[src/secsp_pkg.sv]
// Shared constants of the serial EEPROM command and protection link.
// Assumes both ends and the host register map are compiled after it.
package secsp_pkg;
  // Instruction codes carried by the first byte of every frame.
  localparam logic [7:0] OP_SET_WEL = 8'h06;
  localparam logic [7:0] OP_CLR_WEL = 8'h04;
  localparam logic [7:0] OP_STAT_RD = 8'h05;
  localparam logic [7:0] OP_STAT_WR = 8'h01;
  localparam logic [7:0] OP_ARR_RD  = 8'h03;
  localparam logic [7:0] OP_ARR_WR  = 8'h02;
  localparam logic [7:0] OP_ID_RD   = 8'h83;
  localparam logic [7:0] OP_ID_WR   = 8'h82;
  // Bit positions inside the status byte.
  localparam int ST_BUSY = 0;
  localparam int ST_WEL  = 1;
  localparam int ST_BP0  = 2;
  localparam int ST_BP1  = 3;
  localparam int ST_LOCK = 7;
  // Value of the stored protection bits on first power-up.
  localparam logic [1:0] BP_INIT   = 2'h0;
  localparam logic       LOCK_INIT = 1'b0;
  // Bytes needed before an array write may run: code, three address, data.
  localparam logic [2:0] WR_MIN_BYTES = 3'h5;
  // Bytes of a status write frame: code and one data byte.
  localparam logic [2:0] SW_BYTES = 3'h2;
  // Self-timed write cycle, in microseconds and in clock cycles.
  localparam int TW_US         = 5000;
  localparam int CLK_MHZ       = 50;
  localparam int TW_CYCLES_DEF = TW_US * CLK_MHZ;
  // Half period of the serial clock made by the host, in clock cycles.
  localparam int HALF_DIV = 4;
  // Host register byte offsets on APB.
  localparam logic [7:0] RA_TX_HI = 8'h00;
  localparam logic [7:0] RA_TX_LO = 8'h04;
  localparam logic [7:0] RA_CTRL  = 8'h08;
  localparam logic [7:0] RA_STAT  = 8'h0c;
  localparam logic [7:0] RA_RX    = 8'h10;
  // Host control fields.
  localparam int CT_LEN_LSB = 0;
  localparam int CT_START   = 4;
  localparam int CT_WP      = 5;
endpackage

[src/secsp_link_if.sv]
// Serial link between the EEPROM command end and its bus master end.
// Assumes the bench joins both modports and resolves the data-out pin.
`timescale 1ns/100ps
interface secsp_link_if;
  logic sclk;       // Serial clock, idle low, made by the master.
  logic csN;        // Chip select, active low.
  logic mosi;       // Data from master, sampled on sclk rise.
  logic miso;       // Data from device, changed after sclk fall.
  logic misoOe;     // High while the device drives miso.
  logic wpN;        // Write protect, active low.
  modport dev  (input sclk, csN, mosi, wpN, output miso, misoOe);
  modport host (output sclk, csN, mosi, wpN, input miso, misoOe);
endinterface

[src/secsp_dev_end.sv]
// Device end: opcode decoder, write latch, status and protection logic.
// Assumes link pins are asynchronous to clk; they are synchronised here.
// Operation
// - Opcode first; set, clear latch, status read
// - Decode status write, array read, write
// - ID opcodes pick page or lock by A10
// - Unknown opcode: ignore until next select
// - Only set-latch opcode sets latch, on deselect
// - Clear-latch opcode clears latch on deselect
// - Latch cleared by reset, clear, write completion
// - Status read anytime, repeats while selected
// - Busy bit high during write cycles
// - Writes refused while latch is clear
// - Protect bits guard selected array area
// - Lock bit with pin low refuses status write
// - Master sets latch, then sends status write
// - Status bits 6..4 read zero, 1..0 untouched
// - Deselect right after eighth data bit
// - Deselect starts timed cycle, then latch clears
// - Old protection holds until cycle completes
// - Lock bit clear: status write needs latch only
// - Hardware protection follows bit and pin
// - Protected region stays locked, rest writable
// - Protect codes: none, quarter, half, all
// - Reset clears latch, busy; keeps stored bits
// - Writes need whole bytes of clocks
//
// The APB slave port and the register offsets were left to the implementer.
`timescale 1ns/100ps
module secsp_dev_end #(
  parameter int TW_CYCLES = secsp_pkg::TW_CYCLES_DEF
) (
  input  wire logic       clk,
  input  wire logic       nrst,
  secsp_link_if.dev       link,
  output logic [7:0]      statusByte,
  output logic            cmdPulse,
  output logic [7:0]      cmdCode,
  output logic            lockSel,
  output logic            hwProtected,
  output logic            writeStart
);
  // Decoder states, one-hot.
  typedef enum logic [6:0] {
    D_IDLE = 7'h01,  // Deselected, waiting for a select edge.
    D_OPC  = 7'h02,  // Shifting in the opcode.
    D_WAIT = 7'h04,  // Latch opcode taken, waiting for deselect.
    D_STAT = 7'h08,  // Streaming the status byte out.
    D_SWR  = 7'h10,  // Taking the status data byte.
    D_DATA = 7'h20,  // Address and data phase of other commands.
    D_IGN  = 7'h40   // Frame ignored until the next select.
  } secsp_dstate_e;

  localparam int TWW = $clog2(TW_CYCLES + 1);
  localparam logic [TWW-1:0] TW_LOAD = TWW'(TW_CYCLES - 1);

  logic [3:0]    syncA_q;     // First stage: sclk, csN, mosi, wpN.
  logic [3:0]    syncB_q;     // Second stage, the only one read.
  logic          sclkOld_q;   // Delayed clock for edge finding.
  logic          csOld_q;     // Delayed select for edge finding.
  secsp_dstate_e st_q;        // Decoder state.
  logic [2:0]    bitCnt_q;    // Bit within the current byte.
  logic [2:0]    byteCnt_q;   // Whole bytes seen, saturating.
  logic [7:0]    shIn_q;      // Input shift register.
  logic [7:0]    shOut_q;     // Output shift register.
  logic [2:0]    outCnt_q;    // Bit within the outgoing byte.
  logic [7:0]    opc_q;       // Opcode of the frame.
  logic [1:0]    addrTop_q;   // Address bits 17 and 16.
  logic          a10_q;       // Address bit 10 for ID commands.
  logic          wel_q;       // Write enable latch.
  logic          busy_q;      // Self-timed cycle running.
  logic          swCycle_q;   // Running cycle is a status write.
  logic [TWW-1:0] twCnt_q;    // Cycles left in the timed cycle.
  logic [2:0]    pend_q;      // New lock bit and protect bits.
  logic          cmd_q;       // One-cycle opcode-decoded pulse.
  logic          wstart_q;    // One-cycle write-start pulse.
  // Stored bits have no reset: they model non-volatile cells.
  logic [1:0]    bp_q   = secsp_pkg::BP_INIT;
  logic          lock_q = secsp_pkg::LOCK_INIT;

  // Named views of the synchronised pins and their edges.
  wire sclkS  = syncB_q[0];
  wire csS    = syncB_q[1];
  wire mosiS  = syncB_q[2];
  wire wpS    = syncB_q[3];
  wire rise   = sclkS & ~sclkOld_q & ~csS;
  wire fall   = ~sclkS & sclkOld_q & ~csS;
  wire csFall = ~csS & csOld_q;
  wire csRise = csS & ~csOld_q;
  wire [7:0] byteNow  = {shIn_q[6:0], mosiS};
  wire       byteDone = rise & (bitCnt_q == 3'h7);
  wire aligned = (bitCnt_q == 3'h0);

  // Protection follows bit and pin at once, either order.
  wire hardware_protected_mode = lock_q & ~wpS;

  // Status byte layout; bits 6..4 read zero.
  wire [7:0] status = {lock_q, 3'h0, bp_q, wel_q, busy_q};

  // Returns high when an address top falls in the protected area.
  function automatic logic inProtected(input logic [1:0] bp,
                                       input logic [1:0] top);
    case (bp)
      2'h1:    inProtected = (top == 2'h3);
      2'h2:    inProtected = top[1];
      2'h3:    inProtected = 1'b1;
      default: inProtected = 1'b0;
    endcase
  endfunction

  // Decode, ID commands share opcodes, A10 picks later.
  wire isWrOp  = (opc_q == secsp_pkg::OP_ARR_WR) |
                 (opc_q == secsp_pkg::OP_ID_WR);
  wire isArrWr = (opc_q == secsp_pkg::OP_ARR_WR);
  // Array protect; ID writes blocked only for full protect.
  wire regionLocked = isArrWr ? inProtected(bp_q, addrTop_q)
                              : (bp_q == 2'h3);
  wire arrOk = isWrOp & aligned & (byteCnt_q >= secsp_pkg::WR_MIN_BYTES)
               & wel_q & ~busy_q & ~regionLocked;
  // Status write acceptance: exact length, latch set.
  wire swOk  = aligned & (byteCnt_q == secsp_pkg::SW_BYTES)
               & wel_q & ~busy_q & ~hardware_protected_mode;

  // Two-flop synchronisers for every link input.
  always_ff @(posedge clk) begin
    if (!nrst) begin
      syncA_q   <= 4'h2;
      syncB_q   <= 4'h2;
      sclkOld_q <= 1'b0;
      csOld_q   <= 1'b1;
    end else begin
      syncA_q   <= {link.wpN, link.mosi, link.csN, link.sclk};
      syncB_q   <= syncA_q;
      sclkOld_q <= sclkS;
      csOld_q   <= csS;
    end
  end

  // Bit and byte counting on the serial clock rise.
  always_ff @(posedge clk) begin
    if (!nrst || csFall) begin
      bitCnt_q  <= 3'h0;
      byteCnt_q <= 3'h0;
      shIn_q    <= 8'h00;
    end else if (rise) begin
      bitCnt_q <= bitCnt_q + 3'h1;
      shIn_q   <= byteNow;
      if (byteDone && byteCnt_q != 3'h7) begin
        byteCnt_q <= byteCnt_q + 3'h1;
      end
    end
  end

  // Frame sequencer. A deselect always returns to idle, so a frame
  // cut short leaves nothing half done behind it.
  always_ff @(posedge clk) begin
    if (!nrst) begin
      st_q      <= D_IDLE;
      opc_q     <= 8'h00;
      addrTop_q <= 2'h0;
      a10_q     <= 1'b0;
      cmd_q     <= 1'b0;
    end else begin
      cmd_q <= 1'b0;
      if (csRise) begin
        st_q <= D_IDLE;
      end else if (csFall) begin
        // Selection needs a falling edge after reset or deselect.
        st_q <= D_OPC;
      end else if (byteDone) begin
        case (st_q)
          D_OPC: begin
            opc_q <= byteNow;
            cmd_q <= 1'b1;
            case (byteNow)
              secsp_pkg::OP_SET_WEL,
              secsp_pkg::OP_CLR_WEL: st_q <= D_WAIT;
              secsp_pkg::OP_STAT_RD: st_q <= D_STAT;
              secsp_pkg::OP_STAT_WR: st_q <= D_SWR;
              secsp_pkg::OP_ARR_WR,
              secsp_pkg::OP_ID_WR:   st_q <= D_DATA;
              // Reads are not taken during a write cycle.
              secsp_pkg::OP_ARR_RD,
              secsp_pkg::OP_ID_RD:   st_q <= busy_q ? D_IGN : D_DATA;
              default:               st_q <= D_IGN;
            endcase
          end
          D_DATA: begin
            // Capture the address bits that steer protection.
            if (byteCnt_q == 3'h1) begin
              addrTop_q <= byteNow[1:0];
            end
            // A10 selects ID page or lock status.
            if (byteCnt_q == 3'h2) begin
              a10_q <= byteNow[2];
            end
          end
          // Extra bits after the latch opcode spoil the frame.
          D_WAIT:  st_q <= D_IGN;
          default: st_q <= st_q;
        endcase
      end
    end
  end

  // Status streaming on the serial clock fall; the byte is reloaded
  // every eighth bit so a polling master sees live busy status.
  always_ff @(posedge clk) begin
    if (!nrst || csFall) begin
      shOut_q  <= 8'h00;
      outCnt_q <= 3'h0;
    end else if (fall && st_q == D_STAT) begin
      // Repeat the status byte while selected.
      shOut_q  <= (outCnt_q == 3'h0) ? status : {shOut_q[6:0], 1'b0};
      outCnt_q <= outCnt_q + 3'h1;
    end
  end

  // Latch, busy timer and stored protection bits.
  always_ff @(posedge clk) begin
    if (!nrst) begin
      // Reset clears latch and busy, stored bits untouched.
      wel_q     <= 1'b0;
      busy_q    <= 1'b0;
      swCycle_q <= 1'b0;
      twCnt_q   <= '0;
      pend_q    <= 3'h0;
      wstart_q  <= 1'b0;
    end else begin
      wstart_q <= 1'b0;
      if (busy_q) begin
        twCnt_q <= twCnt_q - TWW'(1);
        if (twCnt_q == '0) begin
          busy_q <= 1'b0;
          wel_q  <= 1'b0;
          // New protection takes effect only now.
          if (swCycle_q) begin
            lock_q <= pend_q[2];
            bp_q   <= pend_q[1:0];
          end
        end
      end
      if (csRise) begin
        // Latch changes only on an exact one-byte frame.
        if (st_q == D_WAIT && aligned && byteCnt_q == 3'h1) begin
          wel_q <= (opc_q == secsp_pkg::OP_SET_WEL);
        end
        // Deselect starts the timed status cycle; busy.
        if (st_q == D_SWR && swOk) begin
          busy_q    <= 1'b1;
          swCycle_q <= 1'b1;
          twCnt_q   <= TW_LOAD;
          // Only lock and protect bits are written.
          pend_q    <= {shIn_q[secsp_pkg::ST_LOCK],
                        shIn_q[secsp_pkg::ST_BP1],
                        shIn_q[secsp_pkg::ST_BP0]};
        end
        // Array and ID writes also hold busy for the cycle.
        if (st_q == D_DATA && arrOk) begin
          busy_q    <= 1'b1;
          swCycle_q <= 1'b0;
          twCnt_q   <= TW_LOAD;
          wstart_q  <= 1'b1;
        end
      end
    end
  end

  // Output drive: miso only while streaming status.
  assign link.miso   = shOut_q[7];
  assign link.misoOe = (st_q == D_STAT) & ~csS;
  assign statusByte  = status;
  assign cmdPulse    = cmd_q;
  assign cmdCode     = opc_q;
  assign lockSel     = a10_q;
  assign hwProtected = hardware_protected_mode;
  assign writeStart  = wstart_q;
endmodule

[src/flat_wrapper.sv]
// flat-port wrapper written by rule: the top's interface ports become plain ports
module secsp_dev_end_flat 
#(
  parameter int TW_CYCLES = secsp_pkg::TW_CYCLES_DEF
)
  (clk, nrst, statusByte, cmdPulse, cmdCode, lockSel, hwProtected, writeStart, link_sclk, link_csN, link_mosi, link_wpN, link_miso, link_misoOe);
  secsp_link_if link_i ();
  input  wire logic clk;
  input  wire logic nrst;
  output logic [7:0] statusByte;
  output logic cmdPulse;
  output logic [7:0] cmdCode;
  output logic lockSel;
  output logic hwProtected;
  output logic writeStart;
  input wire logic [$bits(link_i.sclk)-1:0] link_sclk;
  input wire logic [$bits(link_i.csN)-1:0] link_csN;
  input wire logic [$bits(link_i.mosi)-1:0] link_mosi;
  input wire logic [$bits(link_i.wpN)-1:0] link_wpN;
  output wire logic [$bits(link_i.miso)-1:0] link_miso;
  output wire logic [$bits(link_i.misoOe)-1:0] link_misoOe;
  assign link_i.sclk = link_sclk;
  assign link_i.csN = link_csN;
  assign link_i.mosi = link_mosi;
  assign link_i.wpN = link_wpN;
  assign link_miso = link_i.miso;
  assign link_misoOe = link_i.misoOe;
  secsp_dev_end #(.TW_CYCLES(TW_CYCLES)) u_core (.clk(clk), .nrst(nrst), .link(link_i), .statusByte(statusByte), .cmdPulse(cmdPulse), .cmdCode(cmdCode), .lockSel(lockSel), .hwProtected(hwProtected), .writeStart(writeStart));
endmodule
[config.mk]
export PLATFORM = sky130hd
export DESIGN_NAME = secsp_dev_end_flat
export DESIGN_NICKNAME = d
export VERILOG_FILES = /design/src/secsp_pkg.sv /design/src/secsp_link_if.sv /design/src/secsp_dev_end.sv /design/src/flat_wrapper.sv
export SDC_FILE = /design/constraint.sdc
export NUM_CORES = 1
export LEC_CHECK = 0
export CORE_AREA = 3 3 95 142
export CTS_BUF_LIST = sky130_fd_sc_hd__clkbuf_2 sky130_fd_sc_hd__clkbuf_4 sky130_fd_sc_hd__clkbuf_8
export DETAILED_ROUTE_END_ITERATION = 10
export DIE_AREA = 0 0 98 145
export DONT_BUFFER_PORTS = 1
export PLACE_DENSITY = 0.48
export SYNTH_ARGS = -nofsm -noshare
export SYNTH_HDL_FRONTEND = slang
export SYNTH_SLANG_ARGS = --single-unit
export TNS_END_PERCENT = 100
[constraint.sdc]
create_clock -name clk -period 2.1 [get_ports clk]
set_input_delay 0.105 -clock clk [delete_from_list [all_inputs] [get_ports clk]]
set_output_delay 0.105 -clock clk [all_outputs]
set_load 0.03 [all_outputs]
==> results by group <==
Logic synthesis
  – Yosys warns: 0
  – #FFs+latches synth: 82
  – Post-synthesis cell type count: 54
  – Mapped Cells: 387
  – Cell Area, Synth: between 3000 and 4000 um2
  – Sequential area share after synthesis: 0.458
  – Post-synth EDFFs: 3
  – Asr flop ratio synth: 0
  – Dominant synthesized flop cell: dfxtp_1
  – Avg Cell Area, Syn: 9.43 um2

Clock tree
  – Worst-skew pair later-pin latency: 0.35 ns
  – Root Buffer: clkbuf_8
  – CTS Buf Count: 9
  – CTS tree: built
  – Longest Clk Path Bufs: 2
  – Clock transition at path regs: around 0.08 ns
  – Clock tree sinks: 82
  – H-tree depth: 3

Global route
  – Pin count of the biggest net entering global routing: 42
  – Met1 GRT Util: 0.140
  – Met2 Use GR: 0.220
  – GR Util met3: 0.0327
  – Busiest grt layer: met2
  – Total grt overflow: 0
  – All-Layer GR Usage: 0.124
  – Number of global-route vias before repair: 2833
  – First-pass GRT wire length: approximately 14 mm
  – Initial antenna violation count: 0

Routing
  – WL/cell: 14.3 um
  – TritonRoute pass-1 iters: 4
  – DRT antenna net count: 0
  – DR vias: 2697
  – DRC: 0
  – DRT iter0 DRCs: 78
  – Via/cell ratio: between 4 and 5
  – Wirelength, routed: between 8 and 9 mm

Die
  – Core footprint: approximately 12000 um2
  – Starting Density: 0.293
  – Rows: 50
  – Die Area: 14200 um2
  – Boundary pin count: 28
  – Die width: 98 um
  – Die H: around 150 um

Place
  – Setup WS pre-CTS: -0.00218 ns
  – Post-DP Area: slightly below 4000 um2
  – IO Port Bufs: 0
  – Placer congestion estimate: 0.776
  – HPWL Detailed: 5.99 mm

Setup path
  – Setup CP Type: register to register
  – Worst Setup Start Kind: register
  – Largest fanout on the critical path: 4
  – Crit-path cells: ha_4, ha_4, or4bb_4, nor3_4, and3_4, clkbuf_16, mux2i_1, nor2b_1
  – Buf/Inv on CP: 1
  – Critical path's largest stage delay: roughly 0.47 ns
  – Critical Path Most Common Cell: ha_4
  – Crit path DAT: 2.30 ns
  – Slowest cell on crit path: or4bb_4
  – Top delay family on crit path: simple AND/OR/NAND/NOR gates
  – CP Data Required Time: 2.35 ns
  – CP Capture Type: register

Timing
  – Fmax: 489 MHz
  – Post-layout min period: 2.04 ns
  – Final critical-path setup slack: 0.0568 ns
  – Period utilisation layout: 0.973
  – Final Setup Violations: 0
  – Worst-margin pin slew: about 0.6 ns
  – Slew Viols, Final: 0
  – RSZ-0062 raised after global routing: yes
  – Fin. Hold Viols: 0
  – Worst relative slew slack: 0.601
  – Worst Skew: between 0.005 and 0.006 ns

Run
  – Max Cap Violations: 0

Cells and area
  – Layout cell share with drive strength beyond 1: 0.173
  – Post-route design area: 4420 um2
  – Fillers: about 1300
  – Ant diodes: 0
  – Final #Nets: 436
  – Area delta synth->final: 21.2%

Power and ir drop
  – Peak VDD IR: 0.000380 V
  – Pwr Total: 3.16 mW
  – Leakage power: 1.58 nW
  – Power Density: 715 nW/um2

Worst hold path
  – Hold Path Class: primary input to register

Status
  – Status: complete, no violations
[layer usage]
| metal | vias to the layer above | part of all wire | routed length, um |
|---|---|---|---|
| li1 | 1383 | - | - |
| met1 | 1265 | 0.43 | 3570 |
| met2 | 39 | 0.51 | 4250 |
| met3 | 10 | 0.040 | 330 |
| met4 | 0 | 0.017 | 140 |
| met5 | - | 0 | 0 |
[power by group]
part | internal (mW) | switching [mW] | total (mW)
logic | 0.0382 | 0.0508 | 0.0890
registers | 1.57 | 0.0101 | 1.58
clock network | 0.909 | 0.580 | 1.49
[Yosys cell counts, drive strengths merged (3+ instances only)]
| master | n | share of area |
|---|---|---|
| nor3 | 10 | 0.018 |
| and2 | 10 | 0.017 |
| or4 | 7 | 0.017 |
| nor2b | 15 | 0.026 |
| edfxtp | 3 | 0.025 |
| nand4 | 3 | 0.0051 |
| mux2i | 19 | 0.052 |
| nand2 | 38 | 0.039 |
| inv | 12 | 0.012 |
| nand3 | 9 | 0.015 |
| o21a | 3 | 0.0062 |
| nand2b | 5 | 0.0086 |
| xnor2 | 13 | 0.031 |
| ha | 12 | 0.041 |
| xor2 | 8 | 0.019 |
| o21ai | 5 | 0.0069 |
| nor2 | 44 | 0.045 |
| clkbuf | 7 | 0.0075 |
| a311oi | 4 | 0.0096 |
| or3 | 3 | 0.0051 |
| a21oi | 12 | 0.016 |
| nor4 | 7 | 0.016 |
| nor3b | 6 | 0.012 |
| buf | 13 | 0.024 |
| a21boi | 16 | 0.033 |
| dfxtp | 79 | 0.43 |
[metrics by stage]
step | instances | hold slack (ns) | util | setup TNS (ns)
2_1_floorplan | 389 | 0.206 | - | 0
3_3_place_gp | 554 | 0.184 | 0.319 | 0
3_5_place_dp | 554 | 0.191 | 0.319 | -0.00218
4_1_cts | 578 | 0.00191 | 0.348 | 0
5_1_grt | 579 | 0.0240 | 0.355 | -0.429
6_report | 579 | 0.0245 | 0.355 | 0
[flip-flops by register name, summed over array words and instances, names as in the netlist, 2 cells and up]
name and count:
u_core.addrTop_q 2, u_core.outCnt_q 3, u_core.syncB_q 4, u_core.twCnt_q 18, u_core.cmdCode 8, u_core.bp_q 2
u_core.shIn_q 8, u_core.bitCnt_q 3, u_core.syncA_q 4, u_core.shOut_q 8, u_core.byteCnt_q 3, u_core.pend_q 3
u_core.st_q 7
[layout make-up]
class                   instances  area, um2  area share
multi-input cells             275       1900       0.430
inverters                      12       45.0      0.0102
well taps                     156        195      0.0442
clock buffers                   9        124      0.0280
clock inverters                 7        141      0.0320
repair buffers                 38        340      0.0770
flip-flops and latches         82       1670       0.379
[logic make-up (layout without fill, tap and decap cells)]
kind of cell / after synthesis / in the layout / synth area share
xor+xnor: 21 / 21 / 0.0504
compound gates: 48 / 48 / 0.0902
fa+ha+maj: 12 / 12 / 0.0412
mux: 19 / 19 / 0.0521
buf+inv: 32 / 66 / 0.0442
other cells: 1 / 3 / 0.00103
simple gates: 172 / 172 / 0.263
flops: 82 / 82 / 0.458
[cell usage in the layout (no fill, tap or decap), types with 3 or more instances in the layout]
master         Yosys  layout
or4_1              4       4
or3_1              3       3
nor2b_1           15      15
nor4_1             6       4
or4_4              3       3
nand2b_1           5       5
o21ai_0            5       5
nand3_1            7       7
a311oi_1           4       4
nand4_1            3       3
conb_1             1       3
a21oi_1           12      12
bufinv_16          0       4
clkbuf_8           0       9
and2_1            10      10
ha_1              12      10
edfxtp_1           3       3
a21boi_1           4       4
dfxtp_1           79      77
xor2_1             8       8
xnor2_1           13      13
mux2i_1           19      19
nor3b_1            6       5
dlygate4sd3_1      0       5
a21boi_0          12      12
nor3_1             8       8
nand2_1           38      38
nor2_1            44      44
inv_1             12      12
buf_4              7      30
o21a_1             3       3
[final timing paths]
| path | endpoint | depth (start not counted) | from | slack [ns] |
|---|---|---|---|---|
| max reg2reg | u_core.cmdCode[3] | 8 | u_core.bitCnt_q[0] | 0.06 |
| min reg2reg | u_core.syncB_q[3] | 1 | u_core.syncA_q[3] | 0.44 |
| max | u_core.cmdCode[3] | 8 | u_core.bitCnt_q[0] | 0.06 |
| min | u_core.syncA_q[1] | 2 | nrst | 0.02 |
[repair_timing]
action / in CTS / in global routing
endpoints found under the setup margin: 8 / 27
resized for setup: 3 / 10
pin swaps: 2 / 4
hold endpoints to repair: 48 / 0
hold buffers: 6 / 0
buffers inserted: 2 / 0
cloned: 0 / 1
(Power assumes the default switching activity.)
